==> config.mk <==
export PLATFORM = sky130hd
export DESIGN_NAME = nand_otp_host
export DESIGN_NICKNAME = d
export VERILOG_FILES = /design/src/pkg/nand_otp_host_pkg.sv /design/src/hdl/nand_otp_host.sv
export VERILOG_INCLUDE_DIRS = /design/src /design/src/pkg
export SDC_FILE = /design/constraint.sdc
export NUM_CORES = 1
export LEC_CHECK = 0
export BUFFER_PORTS_ARGS = -buffer_cell sky130_fd_sc_hd__buf_2
export CORE_UTILIZATION = 40
export CTS_CLUSTER_SIZE = 12
export DETAILED_ROUTE_END_ITERATION = 8
export PLACE_DENSITY_LB_ADDON = 0.15
export RECOVER_POWER = 100
export SLEW_MARGIN = 10
export SYNTH_ARGS = -nofsm -noshare
export SYNTH_HDL_FRONTEND = slang
export SYNTH_SLANG_ARGS = --single-unit
==> constraint.sdc <==
create_clock -name CLK_IN -period 4.2 [get_ports CLK_IN]
set_input_delay 0.21 -clock CLK_IN [delete_from_list [all_inputs] [get_ports CLK_IN]]
set_output_delay 0.21 -clock CLK_IN [all_outputs]
set_load 0.005 [all_outputs]
==> src/pkg/nand_otp_host_cfg.svh <==
// Constants for the parallel NAND host that runs the one-time area commands.
// Assumes a 20 MHz controller clock; every cycle count below except RE_LOW_CYC derives from it.
`ifndef NAND_OTP_HOST_CFG_SVH
`define NAND_OTP_HOST_CFG_SVH

// Clock period of the controller.
`define CLK_PERIOD_NS 50

// Opcodes placed on the data pins during command latch cycles.
`define OPC_RESET 8'hFF
`define OPC_STATUS 8'h70
`define OPC_LOCK 8'hA5
`define OPC_LOCK_CONFIRM 8'h10
`define OPC_OTP_READ 8'hAF
`define OPC_READ_CONFIRM 8'h30
`define OPC_RND_OUT 8'h05
`define OPC_RND_CONFIRM 8'hE0

// Fixed address code of the lock sequence, first cycle to last.
`define LOCK_ADDR0 8'h00
`define LOCK_ADDR1 8'h00
`define LOCK_ADDR2 8'h01
`define LOCK_ADDR3 8'h00

// Valid one-time page numbers.
`define OTP_PAGE_FIRST 8'h02
`define OTP_PAGE_LAST 8'h0B

// Status byte fields.
`define STAT_PASS_FAIL_BIT 0
`define STAT_READY_BIT 5
`define STAT_PROTECT_BIT 7

// Times in their own units.
`define WP_SETUP_NS 100
`define WE_HIGH_TO_BUSY_NS 100
`define WE_HIGH_TO_RE_NS 80
`define POWER_WAIT_US 100
`define RESET_BUSY_MAX_US 1000

// Cycle counts: least times round up, longest times round down.
`define WP_SETUP_CYC ((`WP_SETUP_NS + `CLK_PERIOD_NS - 1) / `CLK_PERIOD_NS)
`define WB_CYC ((`WE_HIGH_TO_BUSY_NS + `CLK_PERIOD_NS - 1) / `CLK_PERIOD_NS)
`define WHR_CYC ((`WE_HIGH_TO_RE_NS + `CLK_PERIOD_NS - 1) / `CLK_PERIOD_NS)
`define POWER_WAIT_CYC ((`POWER_WAIT_US * 1000 + `CLK_PERIOD_NS - 1) / `CLK_PERIOD_NS)
`define RESET_BUSY_MAX_CYC ((`RESET_BUSY_MAX_US * 1000) / `CLK_PERIOD_NS)

// Read enable low time in cycles, long enough for the three-stage input sampler.
`define RE_LOW_CYC 4

// Read data buffer shape.
`define RD_FIFO_WIDTH 8
`define RD_FIFO_DEPTH 32

`endif

==> src/pkg/nand_otp_host_pkg.sv <==
// Types shared by the NAND one-time area host.
// Assumes nothing of its surroundings.
package nand_otp_host_pkg;

  // Operations a user may request.
  typedef enum logic [2:0] {
    OP_RESET = 3'h0,
    OP_LOCK = 3'h1,
    OP_READ = 3'h2,
    OP_RND_OUT = 3'h3,
    OP_STATUS = 3'h4
  } op_t;

  // Controller states, one-hot.
  typedef enum logic [7:0] {
    ST_POWER = 8'b0000_0001,
    ST_IDLE = 8'b0000_0010,
    ST_WP_SETUP = 8'b0000_0100,
    ST_WR_LOW = 8'b0000_1000,
    ST_WR_HIGH = 8'b0001_0000,
    ST_WAIT = 8'b0010_0000,
    ST_RD_LOW = 8'b0100_0000,
    ST_RD_HIGH = 8'b1000_0000
  } state_t;

endpackage : nand_otp_host_pkg

==> src/hdl/nand_otp_host.sv <==
// NAND host controller for power-up, reset, one-time area lock and read.
// Assumes a NAND device on the pins and a user that follows READY_OUT.
// Contract
// - Lock is A5h, 00-00-01-00, 10h.
// - Read is AFh, column, page 02h-0Bh, 30h.
// - Reset before cache read after one-time read.
// - Write protect settled setup time before command.
// - Write protect stable until operation finishes.
// - First command after power-on is reset.
// - Before first reset, wait ready or 100us.
// - Power-on reset busy ends within 1ms.
// - Hold write protect low during power transitions.
`include "nand_otp_host_cfg.svh"

// Byte buffer between the read pins and the user; back-pressure stalls read enable.
module rd_fifo #(
  parameter int WIDTH = `RD_FIFO_WIDTH,
  parameter int DEPTH = `RD_FIFO_DEPTH
) (
  // Clocking.
  input wire logic clk_in,
  input wire logic rst_in,
  input wire logic en_in,
  // Fill side.
  input wire logic in_valid_in,
  output logic in_ready_out,
  input wire logic [WIDTH-1:0] in_data_in,
  // Drain side.
  output logic out_valid_out,
  input wire logic out_ready_in,
  output logic [WIDTH-1:0] out_data_out
);
  localparam int AW = $clog2(DEPTH);
  logic [WIDTH-1:0] mem [DEPTH];
  logic [AW:0] wr_ptr;
  logic [AW:0] rd_ptr;
  logic [AW:0] next_wr_ptr;
  logic [AW:0] next_rd_ptr;
  logic push;
  logic pop;

  // Full when pointers differ only in the wrap bit.
  always_comb begin
    in_ready_out = !((wr_ptr[AW] != rd_ptr[AW]) && (wr_ptr[AW-1:0] == rd_ptr[AW-1:0]));
    out_valid_out = (wr_ptr != rd_ptr);
    out_data_out = mem[rd_ptr[AW-1:0]];
    push = in_valid_in && in_ready_out && en_in;
    pop = out_valid_out && out_ready_in && en_in;
    next_wr_ptr = push ? wr_ptr + 1'b1 : wr_ptr;
    next_rd_ptr = pop ? rd_ptr + 1'b1 : rd_ptr;
  end

  // Storage holds no reset; only the pointers do.
  always_ff @(posedge clk_in) begin
    if (push) begin
      mem[wr_ptr[AW-1:0]] <= in_data_in;
    end
  end

  // Pointer registers.
  always_ff @(posedge clk_in or posedge rst_in) begin
    if (rst_in) begin
      wr_ptr <= '0;
      rd_ptr <= '0;
    end else begin
      wr_ptr <= next_wr_ptr;
      rd_ptr <= next_rd_ptr;
    end
  end
endmodule : rd_fifo

module nand_otp_host #(
  parameter int BUSY_TIMEOUT_CYC = `RESET_BUSY_MAX_CYC
) (
  // Clock, reset and clock enable.
  input wire logic CLK_IN,
  input wire logic RST_IN,
  input wire logic CLK_EN_IN,
  // User command port.
  input wire logic START_IN,
  input wire nand_otp_host_pkg::op_t OP_IN,
  input wire logic [11:0] COLUMN_IN,
  input wire logic [7:0] PAGE_IN,
  input wire logic [11:0] LENGTH_IN,
  output logic READY_OUT,
  output logic DONE_OUT,
  output logic ERROR_OUT,
  output logic FAIL_OUT,
  output logic LOCKED_OUT,
  output logic INIT_DONE_OUT,
  output logic [7:0] STATUS_OUT,
  // Read data stream.
  output logic RD_VALID_OUT,
  input wire logic RD_READY_IN,
  output logic [7:0] RD_DATA_OUT,
  // NAND pins.
  output logic NAND_CE_N_OUT,
  output logic NAND_CLE_OUT,
  output logic NAND_ALE_OUT,
  output logic NAND_WE_N_OUT,
  output logic NAND_RE_N_OUT,
  output logic NAND_WP_N_OUT,
  input wire logic [7:0] NAND_IO_IN,
  output logic [7:0] NAND_IO_OUT,
  output logic NAND_IO_OE_OUT,
  input wire logic READY_BUSY_N_IN
);
  import nand_otp_host_pkg::*;

  state_t state, next_state;
  op_t op, next_op;
  logic [2:0] step, next_step;
  logic [15:0] cnt, next_cnt;
  logic [11:0] remain, next_remain;
  logic [11:0] col, next_col;
  logic [7:0] page, next_page;
  logic [7:0] status, next_status;
  logic init_done, next_init_done;
  logic done, next_done;
  logic err, next_err;
  logic wp_n, next_wp_n;
  logic ce_n, cle, ale, we_n, re_n, io_oe;
  logic next_ce_n, next_cle, next_ale, next_we_n, next_re_n, next_io_oe;
  logic [7:0] io_out, next_io_out;
  logic [2:0] rb_s;
  logic [7:0] io_s [3];
  logic rb_ready;
  logic fifo_valid, fifo_ready;
  logic [9:0] item;
  logic [9:0] next_item;

  // Bus item for a step: {last, is_address, byte}.
  function automatic logic [9:0] seq_item(op_t o, logic [2:0] i, logic [11:0] c,
                                          logic [7:0] p);
    logic [9:0] r;
    r = {2'b10, `OPC_STATUS};
    case (o)
      OP_RESET: r = {2'b10, `OPC_RESET}; // The user issues this before any cache read.
      OP_LOCK: begin
        case (i)
          3'd0: r = {2'b00, `OPC_LOCK};
          3'd1: r = {2'b01, `LOCK_ADDR0};
          3'd2: r = {2'b01, `LOCK_ADDR1};
          3'd3: r = {2'b01, `LOCK_ADDR2};
          3'd4: r = {2'b01, `LOCK_ADDR3};
          default: r = {2'b10, `OPC_LOCK_CONFIRM};
        endcase
      end
      OP_READ: begin
        case (i)
          3'd0: r = {2'b00, `OPC_OTP_READ};
          3'd1: r = {2'b01, c[7:0]};
          3'd2: r = {2'b01, 4'h0, c[11:8]};
          3'd3: r = {2'b01, p};
          3'd4: r = {2'b01, 8'h00};
          default: r = {2'b10, `OPC_READ_CONFIRM};
        endcase
      end
      OP_RND_OUT: begin
        case (i)
          3'd0: r = {2'b00, `OPC_RND_OUT};
          3'd1: r = {2'b01, c[7:0]};
          3'd2: r = {2'b01, 4'h0, c[11:8]};
          default: r = {2'b10, `OPC_RND_CONFIRM};
        endcase
      end
      default: r = {2'b10, `OPC_STATUS};
    endcase
    return r;
  endfunction : seq_item

  // Three-stage samplers; ready counts only once the second and third stages are both high.
  always_ff @(posedge CLK_IN or posedge RST_IN) begin
    if (RST_IN) begin
      rb_s <= 3'b000;
      io_s[0] <= 8'h00;
      io_s[1] <= 8'h00;
      io_s[2] <= 8'h00;
    end else if (CLK_EN_IN) begin
      rb_s <= {rb_s[1:0], READY_BUSY_N_IN};
      io_s[0] <= NAND_IO_IN;
      io_s[1] <= io_s[0];
      io_s[2] <= io_s[1];
    end
  end
  assign rb_ready = rb_s[1] && rb_s[2];

  // Sequencer: commands, busy waits, status and data reads.
  always_comb begin
    next_state = state;
    next_op = op;
    next_step = step;
    next_cnt = cnt;
    next_remain = remain;
    next_col = col;
    next_page = page;
    next_status = status;
    next_init_done = init_done;
    next_done = 1'b0;
    next_err = err;
    next_wp_n = wp_n;
    item = seq_item(op, step, col, page);
    case (state)
      // Wait for ready or the power wait, with write protect held low.
      ST_POWER: begin
        next_wp_n = 1'b0;
        next_cnt = cnt + 16'd1;
        if (rb_ready || cnt >= 16'(`POWER_WAIT_CYC - 1)) begin
          next_op = OP_RESET;
          next_step = 3'd0;
          next_state = ST_WR_LOW;
        end
      end
      ST_IDLE: begin
        if (START_IN && init_done) begin
          next_op = OP_IN;
          next_step = 3'd0;
          next_col = COLUMN_IN;
          next_page = PAGE_IN;
          next_remain = LENGTH_IN;
          next_err = 1'b0;
          next_cnt = 16'd0;
          if (OP_IN == OP_READ && (PAGE_IN < `OTP_PAGE_FIRST || PAGE_IN > `OTP_PAGE_LAST)) begin
            next_err = 1'b1;
            next_done = 1'b1;
          end else if (OP_IN == OP_LOCK) begin
            next_wp_n = 1'b1;
            next_state = ST_WP_SETUP;
          end else begin
            next_state = ST_WR_LOW;
          end
        end
      end
      // Write protect settles before the first command is latched.
      ST_WP_SETUP: begin
        next_cnt = cnt + 16'd1;
        if (cnt >= 16'(`WP_SETUP_CYC - 1)) begin
          next_state = ST_WR_LOW;
        end
      end
      ST_WR_LOW: next_state = ST_WR_HIGH;
      ST_WR_HIGH: begin
        next_step = step + 3'd1;
        next_cnt = 16'd0;
        next_state = item[9] ? ST_WAIT : ST_WR_LOW;
      end
      // Busy wait with timeout; no command goes out while the device is busy.
      ST_WAIT: begin
        next_cnt = cnt + 16'd1;
        if (cnt < 16'(`WB_CYC + `WHR_CYC)) begin
          next_state = ST_WAIT;
        end else if ((op == OP_RESET || op == OP_LOCK || op == OP_READ) && !rb_ready) begin
          if (cnt >= 16'(BUSY_TIMEOUT_CYC)) begin
            next_err = 1'b1;
            next_done = 1'b1;
            next_state = ST_IDLE;
          end
        end else if (op == OP_RESET || op == OP_LOCK) begin
          next_op = OP_STATUS;
          next_step = 3'd0;
          next_state = ST_WR_LOW;
        end else if (op == OP_STATUS) begin
          next_remain = 12'd1;
          next_cnt = 16'd0;
          next_state = ST_RD_LOW;
        end else if (remain == 12'd0) begin
          next_done = 1'b1;
          next_state = ST_IDLE;
        end else if (fifo_ready) begin
          next_cnt = 16'd0;
          next_state = ST_RD_LOW;
        end
      end
      // Read enable low long enough for the sampler, then capture.
      ST_RD_LOW: begin
        next_cnt = cnt + 16'd1;
        if (cnt >= 16'(`RE_LOW_CYC - 1)) begin
          if (op == OP_STATUS) begin
            next_status = io_s[2];
          end
          next_remain = remain - 12'd1;
          next_state = ST_RD_HIGH;
        end
      end
      ST_RD_HIGH: begin
        next_cnt = 16'd0;
        if (remain == 12'd0) begin
          next_done = 1'b1;
          next_init_done = 1'b1;
          next_wp_n = 1'b0;
          next_state = ST_IDLE;
        end else if (fifo_ready) begin
          next_state = ST_RD_LOW;
        end
      end
      default: next_state = ST_POWER;
    endcase
    // Pin levels follow the state being entered.
    next_ce_n = (next_state == ST_POWER) || (next_state == ST_IDLE);
    next_we_n = (next_state != ST_WR_LOW);
    next_re_n = (next_state != ST_RD_LOW);
    next_io_oe = (next_state == ST_WR_LOW) || (next_state == ST_WR_HIGH);
    next_item = seq_item(next_op, next_step, next_col, next_page);
    next_io_out = next_io_oe ? next_item[7:0] : 8'h00;
    next_cle = next_io_oe && !next_item[8];
    next_ale = next_io_oe && next_item[8];
  end

  // Register every piece of control state; the clock enable freezes all of it.
  always_ff @(posedge CLK_IN or posedge RST_IN) begin
    if (RST_IN) begin
      state <= ST_POWER;
      op <= OP_RESET;
      step <= 3'd0;
      cnt <= 16'd0;
      remain <= 12'd0;
      col <= 12'd0;
      page <= 8'h00;
      status <= 8'h00;
      init_done <= 1'b0;
      done <= 1'b0;
      err <= 1'b0;
      wp_n <= 1'b0;
      ce_n <= 1'b1;
      cle <= 1'b0;
      ale <= 1'b0;
      we_n <= 1'b1;
      re_n <= 1'b1;
      io_oe <= 1'b0;
      io_out <= 8'h00;
    end else if (CLK_EN_IN) begin
      state <= next_state;
      op <= next_op;
      step <= next_step;
      cnt <= next_cnt;
      remain <= next_remain;
      col <= next_col;
      page <= next_page;
      status <= next_status;
      init_done <= next_init_done;
      done <= next_done;
      err <= next_err;
      wp_n <= next_wp_n;
      ce_n <= next_ce_n;
      cle <= next_cle;
      ale <= next_ale;
      we_n <= next_we_n;
      re_n <= next_re_n;
      io_oe <= next_io_oe;
      io_out <= next_io_out;
    end
  end

  // Data bytes enter the buffer at the end of each read enable low phase.
  rd_fifo #(
    .WIDTH(`RD_FIFO_WIDTH),
    .DEPTH(`RD_FIFO_DEPTH)
  ) u_rd_fifo (
    .clk_in(CLK_IN),
    .rst_in(RST_IN),
    .en_in(CLK_EN_IN),
    .in_valid_in(fifo_valid),
    .in_ready_out(fifo_ready),
    .in_data_in(io_s[2]),
    .out_valid_out(RD_VALID_OUT),
    .out_ready_in(RD_READY_IN),
    .out_data_out(RD_DATA_OUT)
  );
  assign fifo_valid = (state == ST_RD_LOW) && (op != OP_STATUS) &&
                      (cnt >= 16'(`RE_LOW_CYC - 1));

  // User-facing outputs and NAND pins.
  assign READY_OUT = (state == ST_IDLE) && init_done;
  assign DONE_OUT = done;
  assign ERROR_OUT = err;
  assign FAIL_OUT = status[`STAT_PASS_FAIL_BIT];
  assign LOCKED_OUT = !status[`STAT_PROTECT_BIT];
  assign INIT_DONE_OUT = init_done;
  assign STATUS_OUT = status;
  assign NAND_CE_N_OUT = ce_n;
  assign NAND_CLE_OUT = cle;
  assign NAND_ALE_OUT = ale;
  assign NAND_WE_N_OUT = we_n;
  assign NAND_RE_N_OUT = re_n;
  assign NAND_WP_N_OUT = wp_n;
  assign NAND_IO_OUT = io_out;
  assign NAND_IO_OE_OUT = io_oe;
endmodule : nand_otp_host

==> results of run 1 <==
-- sequential cells by signal, summed over array words and instances (netlist names), 3 cells and up --
| signal | count |
|---|---|
| remain | 12 |
| u_rd_fifo.rd_ptr | 6 |
| state | 8 |
| cnt | 16 |
| page | 8 |
| NAND_IO_OUT | 8 |
| STATUS_OUT | 8 |
| op | 3 |
| u_rd_fifo.mem | 256 |
| io_s | 24 |
| u_rd_fifo.wr_ptr | 6 |
| rb_s | 3 |
| col | 12 |
| step | 3 |
-- worst max-delay path, stage by stage (launching register included) --
cell and delay (ns):
dfrtp_1 0.54, nor4b_2 0.52, nor3b_1 1.08, a222oi_1 0.29, clkbuf_2 0.30, and2_1 0.24, o21bai_1 0.16, a222oi_1 0.39
o2bb2ai_1 0.09
-- metrics by stage --
stage	hold WS, ns	power, W
2_1_floorplan	0.3606	0.006674
3_3_place_gp	0.4432	0.007662
3_5_place_dp	0.4477	0.007672
4_1_cts	0.003058	0.01156
5_1_grt	0.02083	0.01192
6_report	0.02348	0.01137
-- layout make-up --
class | count | area share, %
clock buffers | 58 | 5.850
flip-flops and latches | 383 | 54.74
well taps | 539 | 3.394
repair buffers | 167 | 4.987
inverters | 24 | 0.4723
clock inverters | 21 | 1.373
multi-input cells | 676 | 29.19
-- cells in the final DEF (no fill, tap or decap), types with 6 or more instances in the layout --
| cell | netlist | layout |
|---|---|---|
| ha_1 | 15 | 15 |
| nand3_1 | 18 | 18 |
| nor2_1 | 104 | 104 |
| a21oi_1 | 39 | 40 |
| nand4b_1 | 6 | 6 |
| buf_2 | 8 | 67 |
| nand4_1 | 11 | 11 |
| nand2_1 | 78 | 78 |
| clkbuf_1 | 29 | 66 |
| xor2_1 | 18 | 18 |
| mux2i_1 | 8 | 8 |
| nor3_1 | 16 | 16 |
| mux4_2 | 80 | 80 |
| mux2_2 | 63 | 59 |
| clkbuf_16 | 0 | 43 |
| o211ai_1 | 9 | 9 |
| a31oi_1 | 13 | 14 |
| clkinv_2 | 0 | 6 |
| dfrtp_1 | 123 | 121 |
| clkinv_1 | 0 | 6 |
| dlygate4sd3_1 | 0 | 39 |
| o21ai_0 | 40 | 41 |
| xnor2_1 | 16 | 16 |
| nor4_1 | 6 | 6 |
| a211oi_1 | 9 | 10 |
| and3_1 | 7 | 7 |
| edfxtp_1 | 256 | 256 |
| nand3b_1 | 6 | 6 |
| inv_1 | 24 | 23 |
| bufinv_16 | 0 | 6 |
-- path summary, 6_finish.rpt --
kind	startpoint	to	slack, ns	cells after the start
max	state[4]	NAND_IO_OUT[3]	0.44	8
min	LENGTH_IN[11]	remain[11]	0.02	3
max reg2reg	state[4]	NAND_IO_OUT[3]	0.44	8
min reg2reg	io_s[6]	u_rd_fifo.mem[30][6]	0.46	0
max in group asynchronous	RST_IN	state[7]	0.95	4
min in group asynchronous	RST_IN	io_s[16]	0.87	3
-- per-layer routing --
| layer | vias to the layer above | track usage, % |
|---|---|---|
| met1 | 5206 | 28.37 |
| met4 | 0 | 4.700 |
| li1 | 4735 | - |
| met3 | 60 | 3.411 |
| met2 | 272 | 31.44 |
| met5 | - | 0 |
-- logic make-up (layout without fill, tap and decap cells) --
family,count (synthesis),count (layout),synth area share (%)
AND/OR/NAND/NOR,302,302,9.088
flip-flops,383,383,63.77
buffers and inverters,82,270,2.011
adder cells (fa/ha/maj),15,15,1.101
AO/OA/AOI/OAI,174,174,7.076
multiplexers,151,151,15.20
XOR/XNOR,34,34,1.747
-- power groups by stage --
| stage | Sequential (W) | Combinational, W | Clock, W |
|---|---|---|---|
| floorplan | 0.00464 | 0.00203 | 0 |
| global placement | 0.00468 | 0.00298 | 0 |
| detailed placement | 0.00469 | 0.00298 | 0 |
| CTS | 0.00462 | 0.00302 | 0.00392 |
| global route | 0.00467 | 0.00319 | 0.00407 |
| finish | 0.00463 | 0.00292 | 0.00382 |
-- timing repair --
item,CTS,global route
hold buffers,39,0
hold endpoints to repair,130,0
resized for setup,0,0
==> results.py, run 1 <==
metrics = {
    "die": {
        "coreArea_um2": 41950,
        "die-area_um2": 43440,
        "io_pins": 87,
        "start_util_pct": 40.64,
        "fp.dieH_um": 208.4,
        "die_w_um": 208.4,
        "std_cell_rows": 75,
    },
    "setup_path": {
        "crit_path_max_fanout": 12,
        "start_kind": "flop",
        "cp-end-kind": "flop",
        "crit_type": "reg2reg",
        "critical_path_arrival_ns": 4.19,
        "worstPathRequired_ns": 4.62,
    },
    "placed_design": {
        "placed_cell_area_um2": 18240,
        "pre_cts_ws_ns": 0.4639,
        "gp_congestion": 0.8685,
        "numPortBuffers": 86,
        "place_inst": 1750,
        "hpwl_um": 26810,
    },
    "synth": {
        "async_reset_ff_share_pct": 33.16,
        "ys_ff_latch": 383,
        "yosys-top-cells-area": "edfxtp_1, dfrtp_1, mux4_2",
        "syn_area_um2": 17050,
        "yosys_warnings": 0,
        "ys_seq_area_share_pct": 63.77,
        "avgSynthCellArea_um2": 14.94,
        "synth_top_area_cell": "edfxtp_1",
        "yosysMostFrequentCell": "edfxtp_1",
        "synth_cell_types": 84,
        "mappedNetlistNets": 1205,
        "synth_top_cell_area_share_pct": 45.10,
        "synth_commonest_cells": "edfxtp_1, dfrtp_1, nor2_1",
        "synth_edf_count": 256,
        "syn_inst": 1141,
        "synthFlopType": "edfxtp_1",
    },
    "route": {
        "drc": 0,
        "vias_per_cell": 5.499,
        "top_layer_used": "met4",
        "drt_first_pass_iters": 6,
        "wl_per_cell_um": 22.31,
        "drt_iter0_drc": 828,
        "met2_length_um": 19630,
        "met3_length_um": 2207,
        "dr_total_vias": 10270,
        "drt_wl_total_um": 41670,
        "antenna_left": 0,
        "wl_met1_um": 19070,
    },
    "cts": {
        "cts_root_buffer": "clkbuf_16",
        "htreeDepth": 2,
        "cts_buffers": 43,
        "clock_latency_ns": 0.56,
        "postCtsSetupBuffers": 0,
        "clock_path_buffers": 3,
        "cts_tree": "yes",
        "clkTransAtPathRegs_ns": 0.06,
        "cts.sinks": 383,
    },
    "power_and_ir_drop": {
        "power.density_nw_per_um2": 572.3,
        "p_int_w": 0.008040,
        "pwr-share-seq_pct": 40.7,
        "power.net_switching_w": 0.003331,
        "pwr-share-clk_pct": 33.6,
        "power_frac_comb_pct": 25.7,
        "sw_frac_of_total_pct": 29.30,
        "ir_drop_v": 0.0003770,
        "p_leak_nw": 7.151,
    },
    "global_routing": {
        "overflow": 0,
        "antenna_found_initial": 0,
        "groute.usage.overall_pct": 19.80,
        "grt_max_degree": 98,
        "grt_pass1_wl_um": 64990,
        "grt_pass1_vias": 10530,
    },
    "timing": {
        "slew_headroom_pct": -42.55,
        "setup_ws_ns": 0.4351,
        "fin_crit_ns": 3.765,
        "slew_viol_final": 408,
        "setup_violations": 0,
        "tightest_slew_ns": 2.134,
        "hold_violations": 0,
        "tns_ns": 0,
        "min_period_over_period_pct": 89.64,
        "timing.fmax_ghz": 0.2656,
        "rsz0062_at_grt": "false",
        "clock_skew_ns": 0.01999,
    },
    "flow_run": {
        "maxCapViolCount": 10,
    },
    "cells_and_area": {
        "nFillCells": 3745,
        "antenna-diode-count": 0,
        "final_cell_area_um2": 19870,
        "final_util_pct": 47.37,
        "final-seq-area_um2": 10880,
        "multiInputGateArea_um2": 5799,
        "drive_above_1_share_pct": 23.18,
        "fin_nets": 1359,
        "finalNonFillerCells": 1868,
        "area_growth_pct": 16.57,
    },
    "status": {
        "status": "finished with violations",
        "violations": "max-capacitance violations, max-slew violations",
    },
    "worst_hold_path": {
        "holdCritPathClass": "in2reg",
    },
}
(Power assumes the default switching activity.)
==> run 2, diff against run 1 <==
--- a/config.mk
+++ b/config.mk
@@ -8,6 +8,7 @@
 export LEC_CHECK = 0
 export BUFFER_PORTS_ARGS = -buffer_cell sky130_fd_sc_hd__buf_2
 export CORE_UTILIZATION = 40
+export CTS_BUF_LIST = sky130_fd_sc_hd__clkbuf_8
 export CTS_CLUSTER_SIZE = 12
 export DETAILED_ROUTE_END_ITERATION = 8
 export PLACE_DENSITY_LB_ADDON = 0.15
==> results.py, run 2 (synthesis gave the netlist of run 1 again) <==
metrics = {
    "setup_path": {
        "rr_startpoint": "state[4]",
        "crit_path_max_fanout": 12,
        "start_kind": "flop",
        "cp-end-kind": "flop",
        "critical_path_arrival_ns": 4.26,
        "crit_type": "reg2reg",
        "cp-startpoint": "state[4]",
        "worstPathRequired_ns": 4.67,
    },
    "cells_and_area": {
        "final-seq-area_um2": 10880,
        "fin_nets": 1391,
        "layout_common_cells": "edfxtp_1, dfrtp_1, nor2_1",
        "area_growth_pct": 16.21,
        "nFillCells": 3779,
        "multiInputGateArea_um2": 5799,
        "antenna-diode-count": 0,
        "largest_register_ffs": 256,
        "final_common_cell": "edfxtp_1",
        "drive_above_1_share_pct": 24.28,
    },
    "placed_design": {
        "numPortBuffers": 86,
        "hpwl_um": 26810,
        "gp_congestion": 0.8685,
    },
    "power_and_ir_drop": {
        "power.density_nw_per_um2": 550.1,
        "ir_drop_v": 0.0003610,
        "total_power_w": 0.01090,
        "p_leak_nw": 7.239,
    },
    "die": {
        "coreArea_um2": 41950,
        "io_pins": 87,
        "die-area_um2": 43440,
        "start_util_pct": 40.64,
        "fp.dieH_um": 208.4,
        "std_cell_rows": 75,
        "die_w_um": 208.4,
    },
    "timing": {
        "tns_ns": 0,
        "slew_headroom_pct": -41.87,
        "slew_viol_final": 408,
        "fin_crit_ns": 3.782,
        "min_period_over_period_pct": 90.04,
        "tightest_slew_ns": 2.124,
        "hold_violations": 0,
        "clock_skew_ns": 0.03083,
        "setup_violations": 0,
        "timing.fmax_ghz": 0.2644,
        "rsz0062_at_grt": "false",
    },
    "cts": {
        "cts_root_buffer": "clkbuf_8",
        "clkTransAtPathRegs_ns": 0.06,
        "cts_tree": "yes",
        "cts_buffers": 68,
        "postCtsSetupBuffers": 0,
        "htreeDepth": 3,
        "clock_latency_ns": 0.63,
        "clock_path_buffers": 3,
        "cts.sinks": 383,
    },
    "status": {
        "violations": "max-capacitance violations, max-slew violations",
        "status": "finished with violations",
    },
    "route": {
        "antenna_left": 0,
        "vias_per_cell": 5.463,
        "wl_per_cell_um": 22.03,
        "drt_iter0_drc": 920,
        "drt_wl_total_um": 42270,
        "dr_total_vias": 10480,
        "drc": 0,
        "drt_first_pass_iters": 6,
    },
    "worst_hold_path": {
        "holdCritPathClass": "in2reg",
        "min_from": "RD_READY_IN",
    },
    "global_routing": {
        "grt_pass1_vias": 10740,
        "antenna_found_initial": 0,
        "groute.usage.overall_pct": 20.11,
        "overflow": 0,
        "grt_max_degree": 98,
        "grt_pass1_wl_um": 65690,
    },
    "flow_run": {
        "maxCapViolCount": 10,
    },
}
[run 2: cell types whose count changed in the layout (fill, tap and decap cells not counted), moves of 5 or more]
cell,delta
clkbuf_16,-43
dlygate4sd3_1,+7
clkbuf_8,+71
clkinv_1,+5
inv_1,+26
clkbuf_1,-13
[run 2: where the power goes]
part / total (W) / internal [W] / switching (W)
Clock: 0.00332 / 0.00176 / 0.00156
Combinational: 0.00294 / 0.00135 / 0.00159
Sequential: 0.00463 / 0.00438 / 0.000249
[run 2: metrics by stage]
step	hold WS [ns]	std cells	utilization [%]	setup slack (ns)	instance area, um2
2_1_floorplan	0.3606	1141	-	0.6123	17050
3_3_place_gp	0.4432	1750	43.48	0.6076	18240
3_5_place_dp	0.4477	1750	43.48	0.4639	18240
4_1_cts	0.06484	1919	47.68	0.4330	20000
5_1_grt	0.1204	1919	47.22	0.08181	19810
6_report	0.09818	1919	47.22	0.4183	19810
[run 2: area by class of cell]
class,count,area share [%]
Multi-Input combinational cell,676,29.28
Tap cell,539,3.405
Inverter,24,0.4738
Clock inverter,49,1.421
Clock buffer,74,5.142
Timing Repair Buffer,174,5.376
Sequential cell,383,54.90
[run 2: metal layers]
| layer | vias to the layer above | GRT usage (%) | routed length, um |
|---|---|---|---|
| met2 | 311 | 32.12 | 20170 |
| li1 | 4808 | - | - |
| met1 | 5305 | 28.10 | 19340 |
| met4 | 0 | 5.415 | 648 |
| met5 | - | 0 | 0 |
| met3 | 60 | 3.925 | 2111 |
[run 2: final timing paths]
kind                                            end  slack (ns)  depth (start not counted)
max in group asynchronous                 remain[0]        0.99                          4
worst max register to register       NAND_IO_OUT[3]        0.42                          8
worst max-delay path                 NAND_IO_OUT[3]        0.42                          8
min in group asynchronous                  state[6]        0.80                          3
worst min-delay path            u_rd_fifo.rd_ptr[0]         0.1                          3
worst min register to register        NAND_RE_N_OUT        0.47                          2
[run 2: repair_timing]
item                                   in CTS  in global routing
hold buffers                               46                  0
gates resized for setup                     0                  0
endpoints found under the hold margin     136                  0
[run 2: critical path: stages, from the launching register on]
cell and delay (ns):
dfrtp_1 0.54, nor4b_2 0.52, nor3b_1 1.07, a222oi_1 0.29, clkbuf_2 0.31, and2_1 0.24
o21bai_1 0.16, a222oi_1 0.41, o2bb2ai_1 0.09
